`config.mk`:
```
export PLATFORM = sky130hd
export DESIGN_NAME = rpbc_top
export DESIGN_NICKNAME = d
export VERILOG_FILES = /design/src/rtl/rpbc_pkg.sv /design/src/rtl/rpbc_port_if.sv /design/src/rtl/rpbc_port_regs.sv /design/src/rtl/rpbc_top.sv
export VERILOG_INCLUDE_DIRS = /design/src /design/src/rtl
export SDC_FILE = /design/constraint.sdc
export NUM_CORES = 1
export LEC_CHECK = 0
export ABC_AREA = 1
export BUFFER_PORTS_ARGS = -buffer_cell sky130_fd_sc_hd__buf_2
export CAP_MARGIN = 20
export CORE_MARGIN = 2
export CORE_UTILIZATION = 49
export DETAILED_ROUTE_END_ITERATION = 6
export HOLD_SLACK_MARGIN = 0.02
export PLACE_DENSITY = 0.76
export SYNTH_ARGS = -nofsm -noshare
export SYNTH_HDL_FRONTEND = slang
export SYNTH_SLANG_ARGS = --single-unit
```
`constraint.sdc`:
```
create_clock -name i_mclk -period 3.1 [get_ports i_mclk]
set_clock_uncertainty 0.1 [all_clocks]
set_input_delay 0.155 -clock i_mclk [delete_from_list [all_inputs] [get_ports i_mclk]]
set_output_delay 0.155 -clock i_mclk [all_outputs]
set_load 0.02 [all_outputs]
```
`src/rtl/rpbc_defines.svh`:
```
`ifndef RPBC_DEFINES_SVH
`define RPBC_DEFINES_SVH

// ----------------------------------------------------------------
// Per-port register map
// ----------------------------------------------------------------
`define RPBC_NUM_PORTS        4
`define RPBC_OFS_BCC          8'h58
`define RPBC_OFS_DPC1         8'h59
`define RPBC_OFS_DPC2         8'h5A

// ----------------------------------------------------------------
// Field positions
// ----------------------------------------------------------------
`define RPBC_BIT_PASS_ALL     7
`define RPBC_BIT_PASS_MATCH   6
`define RPBC_BIT_AUTO_ACK     5
`define RPBC_BIT_FORCE_ON     4
`define RPBC_BIT_CRC_EN       3
`define RPBC_BIT_KEEP_LOCAL   7

// ----------------------------------------------------------------
// Reset values and codes
// ----------------------------------------------------------------
`define RPBC_BCC_RST          8'h18
`define RPBC_DPC1_RST         8'h00
`define RPBC_DPC2_RST         8'h00
`define RPBC_RATE_2M5         3'h0
`define RPBC_RATE_10M         3'h2

`endif

```
`src/rtl/rpbc_pkg.sv`:
```
`default_nettype none
package rpbc_pkg;

   // ----------------------------------------------------------------
   // Types
   // ----------------------------------------------------------------
   typedef struct packed {
      logic       pass_all;
      logic       pass_match;
      logic       auto_ack;
      logic       force_on;
      logic       crc_en;
      logic [2:0] rate;
   } rpbc_bcc_type;

   typedef struct packed {
      rpbc_bcc_type bcc;
      logic         keep_local;
      logic [1:0]   gpio_count;
      logic         strap_done;
      logic         rate_changed;
   } rpbc_port_state_type;

   typedef struct packed {
      logic [7:0]  rdata;
      logic [3:0]  forward;
      logic [3:0]  auto_ack;
      logic [3:0]  bc_enable;
      logic [3:0]  crc_en;
      logic [11:0] rate;
      logic [3:0]  unsettled;
      logic [15:0] gpio_en;
      logic [3:0]  keep_local;
   } rpbc_top_state_type;

   // ----------------------------------------------------------------
   // Shared decoding
   // ----------------------------------------------------------------
   function automatic logic [3:0] rpbc_gpio_mask(input logic [1:0] count);
      case (count)
         2'h0:    rpbc_gpio_mask = 4'h0;
         2'h1:    rpbc_gpio_mask = 4'h1;
         2'h2:    rpbc_gpio_mask = 4'h3;
         default: rpbc_gpio_mask = 4'hF;
      endcase
   endfunction : rpbc_gpio_mask

   function automatic logic rpbc_bc_on(input rpbc_bcc_type b);
      rpbc_bc_on = b.force_on | b.pass_all | b.pass_match;
   endfunction : rpbc_bc_on

endpackage : rpbc_pkg
`default_nettype wire

```
`src/rtl/rpbc_port_if.sv`:
```
`default_nettype none
interface rpbc_port_if;
   import rpbc_pkg::*;
   logic         wr_en;
   logic         wr_local;
   logic [7:0]   addr;
   logic [7:0]   wdata;
   logic [2:0]   strap_rate;
   logic         fc_valid;
   logic [1:0]   fc_gpio;
   rpbc_bcc_type bcc;
   logic         keep_local;
   logic [1:0]   gpio_count;
   logic         rate_changed;
   logic [7:0]   rdata;

   modport regs (
      input  wr_en, wr_local, addr, wdata, strap_rate, fc_valid, fc_gpio,
      output bcc, keep_local, gpio_count, rate_changed, rdata
   );
   modport hub (
      output wr_en, wr_local, addr, wdata, strap_rate, fc_valid, fc_gpio,
      input  bcc, keep_local, gpio_count, rate_changed, rdata
   );
endinterface : rpbc_port_if
`default_nettype wire

```
`src/rtl/rpbc_port_regs.sv`:
```
`include "rpbc_defines.svh"
`default_nettype none
module rpbc_port_regs
   import rpbc_pkg::*;
(
   input  wire logic  i_mclk,
   input  wire logic  i_rst,
   rpbc_port_if.regs  bus
);

   rpbc_port_state_type st;
   rpbc_port_state_type next_st;
   rpbc_bcc_type        wr_bcc;
   logic                bcc_wr;
   logic                dpc1_wr;

   assign bcc_wr  = bus.wr_en && (bus.addr == `RPBC_OFS_BCC);
   assign dpc1_wr = bus.wr_en && (bus.addr == `RPBC_OFS_DPC1);

   // ----------------------------------------------------------------
   // Next state
   // ----------------------------------------------------------------
   always_comb begin
      wr_bcc               = rpbc_bcc_type'(bus.wdata);
      next_st              = st;
      next_st.rate_changed = 1'b0;
      if (!st.strap_done) begin
         next_st.bcc.rate   = bus.strap_rate; // RULE8
         next_st.strap_done = 1'b1;
      end else if (bcc_wr) begin
         next_st.bcc.pass_all   = wr_bcc.pass_all;   // RULE2
         next_st.bcc.pass_match = wr_bcc.pass_match; // RULE3
         next_st.bcc.auto_ack   = wr_bcc.auto_ack;   // RULE4
         next_st.bcc.crc_en     = wr_bcc.crc_en;     // RULE7
         next_st.bcc.rate       = wr_bcc.rate;       // RULE8
         next_st.rate_changed   = (wr_bcc.rate != st.bcc.rate); // RULE9
         if (bus.wr_local) begin
            next_st.bcc.force_on = wr_bcc.force_on;  // RULE6
         end
      end
      if (dpc1_wr) begin
         next_st.keep_local = bus.wdata[`RPBC_BIT_KEEP_LOCAL]; // RULE12
         if (bus.wdata[`RPBC_BIT_KEEP_LOCAL]) begin
            next_st.gpio_count = bus.wdata[1:0]; // RULE14
         end
      end else if (bus.fc_valid && !st.keep_local) begin
         next_st.gpio_count = bus.fc_gpio; // RULE12 RULE14
      end
   end

   always_ff @(posedge i_mclk or posedge i_rst) begin
      if (i_rst) begin
         st            <= '0;
         st.bcc        <= rpbc_bcc_type'(`RPBC_BCC_RST);
      end else begin
         st <= next_st;
      end
   end

   // ----------------------------------------------------------------
   // Readback
   // ----------------------------------------------------------------
   always_comb begin
      case (bus.addr)
         `RPBC_OFS_BCC:  bus.rdata = st.bcc;
         `RPBC_OFS_DPC1: bus.rdata = {st.keep_local, 5'h00, st.gpio_count}; // RULE15
         default:        bus.rdata = 8'h00; // RULE15
      endcase
   end

   assign bus.bcc          = st.bcc;
   assign bus.keep_local   = st.keep_local;
   assign bus.gpio_count   = st.gpio_count;
   assign bus.rate_changed = st.rate_changed;
endmodule : rpbc_port_regs
`default_nettype wire

```
`src/rtl/rpbc_top.sv`:
```
//
// Contract
// RULE1: Register accesses go to the port picked by port select; each port keeps own copy.
// RULE2: Pass-all bit set forwards every local I2C transaction to the remote serializer.
// RULE3: Decode-match bit set forwards a transaction only when the port decoder matches.
// RULE4: Acknowledge-all bit set makes the hub acknowledge every write itself.
// RULE5: Force-on bit (reset 1) runs back channel; at 0 it needs a pass bit.
// RULE6: Force-on bit is writable only from the local I2C master, never remotely.
// RULE7: CRC generator enable (reset 1) appends CRC to back-channel traffic.
// RULE8: Rate field: 000 is 2.5 Mbps, 010 is 10 Mbps; reset value from strap.
// RULE9: After a rate change the back channel may err briefly; this is tolerated.
// RULE10: Host should enable auto-acknowledge before changing rate over the remote channel.
// RULE11: Host must not pick 20 or 100 Mbps with a 100 MHz reference.
// RULE12: Keep-local bit blocks forward-channel loading of datapath settings; clear allows it.
// RULE13: Forward GPIO count: 00 none, 01 one, 10 two, 11 four.
// RULE14: GPIO count loads from remote; local write sticks only with keep-local set.
// RULE15: Reserved bits read zero and writes to them do nothing.
//
`include "rpbc_defines.svh"
`default_nettype none
module rpbc_top
   import rpbc_pkg::*;
(
   input  wire logic        i_mclk,
   input  wire logic        i_rst,
   input  wire logic [1:0]  i_port_sel,
   input  wire logic        i_reg_wr,
   input  wire logic        i_reg_rd,
   input  wire logic        i_reg_local,
   input  wire logic [7:0]  i_reg_addr,
   input  wire logic [7:0]  i_reg_wdata,
   input  wire logic [2:0]  i_strap_bc_rate,
   input  wire logic [3:0]  i_fc_cfg_valid,
   input  wire logic [7:0]  i_fc_gpio_count,
   input  wire logic        i_txn_valid,
   input  wire logic [3:0]  i_txn_addr_match,
   output logic      [7:0]  o_reg_rdata,
   output logic      [3:0]  o_forward,
   output logic      [3:0]  o_auto_ack_all,
   output logic      [3:0]  o_bc_enable,
   output logic      [3:0]  o_crc_gen_en,
   output logic      [11:0] o_bc_rate_sel,
   output logic      [3:0]  o_rate_unsettled,
   output logic      [15:0] o_fwd_gpio_en,
   output logic      [3:0]  o_keep_local
);

   localparam int NP = `RPBC_NUM_PORTS;

   rpbc_top_state_type st;
   rpbc_top_state_type next_st;
   rpbc_bcc_type       port_bcc   [NP];
   logic [7:0]         port_rdata [NP];
   logic [1:0]         port_gpio  [NP];
   logic               port_keep  [NP];
   logic               port_chg   [NP];

   // ----------------------------------------------------------------
   // Per-port register copies
   // ----------------------------------------------------------------
   rpbc_port_if pif [NP] ();

   for (genvar g = 0; g < NP; g++) begin : g_port
      assign pif[g].wr_en      = i_reg_wr && (i_port_sel == 2'(g)); // RULE1
      assign pif[g].wr_local   = i_reg_local;
      assign pif[g].addr       = i_reg_addr;
      assign pif[g].wdata      = i_reg_wdata;
      assign pif[g].strap_rate = i_strap_bc_rate;
      assign pif[g].fc_valid   = i_fc_cfg_valid[g];
      assign pif[g].fc_gpio    = i_fc_gpio_count[2*g +: 2];
      assign port_bcc[g]       = pif[g].bcc;
      assign port_rdata[g]     = pif[g].rdata;
      assign port_gpio[g]      = pif[g].gpio_count;
      assign port_keep[g]      = pif[g].keep_local;
      assign port_chg[g]       = pif[g].rate_changed;

      rpbc_port_regs u_regs (
         .i_mclk (i_mclk),
         .i_rst  (i_rst),
         .bus    (pif[g].regs)
      );
   end

   // ----------------------------------------------------------------
   // Control-channel decisions and readback
   // ----------------------------------------------------------------
   always_comb begin
      next_st = st;
      if (i_reg_rd) begin
         next_st.rdata = port_rdata[i_port_sel]; // RULE1
      end
      for (int p = 0; p < NP; p++) begin
         next_st.forward[p]     = i_txn_valid && (port_bcc[p].pass_all ||               // RULE2
                                  (port_bcc[p].pass_match && i_txn_addr_match[p]));     // RULE3
         next_st.auto_ack[p]    = port_bcc[p].auto_ack;  // RULE4
         next_st.bc_enable[p]   = rpbc_bc_on(port_bcc[p]); // RULE5
         next_st.crc_en[p]      = port_bcc[p].crc_en;    // RULE7
         next_st.rate[3*p +: 3] = port_bcc[p].rate;      // RULE8
         next_st.unsettled[p]   = port_chg[p];           // RULE9
         next_st.gpio_en[4*p +: 4] = rpbc_gpio_mask(port_gpio[p]); // RULE13
         next_st.keep_local[p]  = port_keep[p];          // RULE12
      end
   end

   always_ff @(posedge i_mclk or posedge i_rst) begin
      if (i_rst) begin
         st        <= '0;
         st.crc_en <= 4'hF;
         st.bc_enable <= 4'hF;
      end else begin
         st <= next_st;
      end
   end

   assign o_reg_rdata      = st.rdata;
   assign o_forward        = st.forward;
   assign o_auto_ack_all   = st.auto_ack;
   assign o_bc_enable      = st.bc_enable;
   assign o_crc_gen_en     = st.crc_en;
   assign o_bc_rate_sel    = st.rate;
   assign o_rate_unsettled = st.unsettled;
   assign o_fwd_gpio_en    = st.gpio_en;
   assign o_keep_local     = st.keep_local;
endmodule : rpbc_top
`default_nettype wire

```
==> reports/metrics.yaml <==
dpl.hpwl_um: 7660
period_share_pct: 61.6
synthCells: 490
totalWireLength_um: 10600
yosys_warnings: 0
start_util_pct: 49.9
syn_area_per_cell_um2: 9.27
p_per_area_nw_per_um2: 474
synth_top_area_share_pct: 49.0
slew_violations: 0
reg2reg_depth: 6
grt-ovfl-total: 0
grt_pass1_wl_um: 17700
rows: 35
grt_usage_pct: 22.8
cts_setup_buffers: 0
tns_ps: 0
die-area_um2: 10100
setup_viol: 0
tightest_slew_ps: 534
io_buffer_count: 102
total_leakage_power_nw: 2.99
end_kind: "register"
ys_seq_area_share_pct: 58.3
crit_fanout: 13
area_growth_pct: 21.0
antenna_found_initial: 0
hold_depth: 5
chipWidth_um: 100
startpoint_type: "register"
synth.largest_area_cell: "dfrtp_1"
gp_congestion: 0.871
cts_root_buf: "clkbuf_8"
ios: 103
yosysUniqueCellTypes: 30
status: "complete, no violations"
vias_per_cell: 5.11
synthesis.area_um2: 4540
grt_setup_unrepaired: "no"
drtAntennaViolNets: 0
synthArstFlopShare_pct: 100
synthTopCellsByCount: "131 x nand2_1, 89 x dfrtp_1, 57 x inv_1, 49 x nand3_1, 44 x o21ai_0"
cts_resized: 0
htreeDepth: 3
grt_pass1_vias: 3629
die_h_um: 100
drt_iter0_markers: 229
reg2reg_slack_ps: 1190
synth.most_common_cell: "nand2_1"
ys.flop_type: "dfrtp_1"
cts_buffers: 9
worstSetupPathType: "reg -> reg"
placed_area_um2: 5110
peakVddDrop_v: 0.000213
worstPathArrival_ps: 2100
hold_violations: 0
syn_nets: 533
firstDrtPassIters: 5
synth_edf_count: 0
clk_pin_slew_ps: 90
design_area_um2: 5500
via_count: 3708
clk-insertion-delay-late_ps: 360
drive_gt1_share_pct: 28.9
clk_path_buf_depth: 2
cts_sinks: 105
ys_top_cells_by_area: "dfrtp_1 49%, nand2_1 11%, dfstp_2 9.3%"
period_minus_slack_ps: 1910
final_nets: 653
max_freq_mhz: 523
num_antenna_cells: 0
core_um2: 9110
drc: 0
min_path_type: "in -> reg"
holdBufCountCts: 22
maxCapViolations: 0
wire_per_inst_um: 14.6
relSlewSlack_pct: 64.4
grt_max_degree: 106
required_ps: 3290
synth_seq_cells: 105
cts_tree: "built"
-- flip-flops by register name, indices dropped and copies added (netlist names) --
name,cells
o_keep_local,4
o_fwd_gpio_en,12
o_forward,4
g_port.u_regs.bus.keep_local,4
o_auto_ack_all,4
o_crc_gen_en,4
o_bc_rate_sel,12
g_port.u_regs.bus.gpio_count,8
o_reg_rdata,8
g_port.u_regs.bus.rate_changed,4
o_bc_enable,4
g_port.u_regs.st,1
g_port.u_regs.bus.bcc,32
o_rate_unsettled,4
-- where the power goes --
part | switching, mW | internal (mW)
clock network | 0.442 | 0.292
logic | 0.232 | 0.132
registers | 0.0577 | 1.45
total | 0.731 | 1.87
-- routing by layer --
metal | vias to the layer above | part of all wire [%] | GRT usage [%] | wire length (um)
li1 | 1801 | - | - | -
met1 | 1716 | 43 | 30.9 | 4600
met2 | 164 | 47 | 36.4 | 4970
met3 | 27 | 7.4 | 4.25 | 789
met4 | 0 | 2.6 | 9.27 | 280
met5 | - | 0 | 0 | 0
-- cell families (layout without fill, tap and decap cells) --
logic type | Yosys count | count (layout) | share of synthesized area, %
AOI/OAI and AO/OA | 72 | 72 | 8.48
buffers and inverters | 82 | 207 | 7.96
other | 1 | 1 | 0.0825
xor gates and xnor gates | 1 | 1 | 0.193
and+or+nand+nor | 229 | 229 | 25.0
DFF | 105 | 105 | 58.3
-- through the flow --
stage / setup slack, ps / hold WS, ps / total power, mW / std cells / util [%]
floorplan: 111 / 161 / 1.75 / 490 / -
global placement: 1510 / 227 / 1.87 / 688 / 56.1
detailed placement: 1480 / 233 / 1.88 / 688 / 56.1
CTS: 1190 / 25.2 / 2.63 / 726 / 60.4
global route: 1060 / 34.8 / 2.74 / 726 / 60.4
finish: 1190 / 35.6 / 2.60 / 726 / 60.4
-- area by class of cell --
type,instances,area (um2)
tap,111,139
timing repair buffer,125,751
sequential,105,2650
multi-input combinational,303,1540
inverter,66,262
clock buffer,11,131
fill,778,3610
clock inverter,5,32.5
-- path summary, 6_finish.rpt --
path,from,endpoint
setup reg to reg,g_port[2].u_regs.st[1]$_DFF_PP0_,g_port[1].u_regs.bus.bcc[4]$_DFFE_PP1P_
hold / removal,i_fc_gpio_count[4],g_port[2].u_regs.bus.gpio_count[0]$_DFFE_PP0P_
min in group asynchronous,i_rst,o_auto_ack_all[1]$_DFF_PP0_
max in group asynchronous,i_rst,g_port[1].u_regs.bus.bcc[4]$_DFFE_PP1P_
setup / recovery,g_port[2].u_regs.st[1]$_DFF_PP0_,g_port[1].u_regs.bus.bcc[4]$_DFFE_PP1P_
hold reg to reg,g_port[3].u_regs.bus.rate_changed$_DFF_PP0_,o_rate_unsettled[3]$_DFF_PP0_
-- worst max-delay path, cell delays in order (launching register included) --
cell and delay [ps]:
dfrtp_1 580, inv_4 200, nor2_8 220, nand2_2 70, nand2_1 60, o21ai_1 60, dlygate4sd3_1 560
-- cell usage in the layout (no fill, tap or decap) --
cell	instances
nand2_1	131
buf_2	102
dfrtp_1	89
inv_1	56
nand3_1	49
o21ai_0	44
dlygate4sd3_1	22
o22ai_1	17
dfstp_2	16
nand2_2	10
clkbuf_8	9
nor2_4	7
nor2_1	7
or2_2	7
o21ai_1	6
nor3_1	6
inv_2	5
nand2_4	5
clkinv_2	4
nor2_8	4
a21oi_1	4
clkinv_4	3
inv_4	3
clkbuf_1	2
nand3_2	1
nor2_2	1
xor2_1	1
o31a_1	1
nand4_1	1
conb_1	1
buf_12	1
No activity file was read; power rests on OpenSTA's default activity.
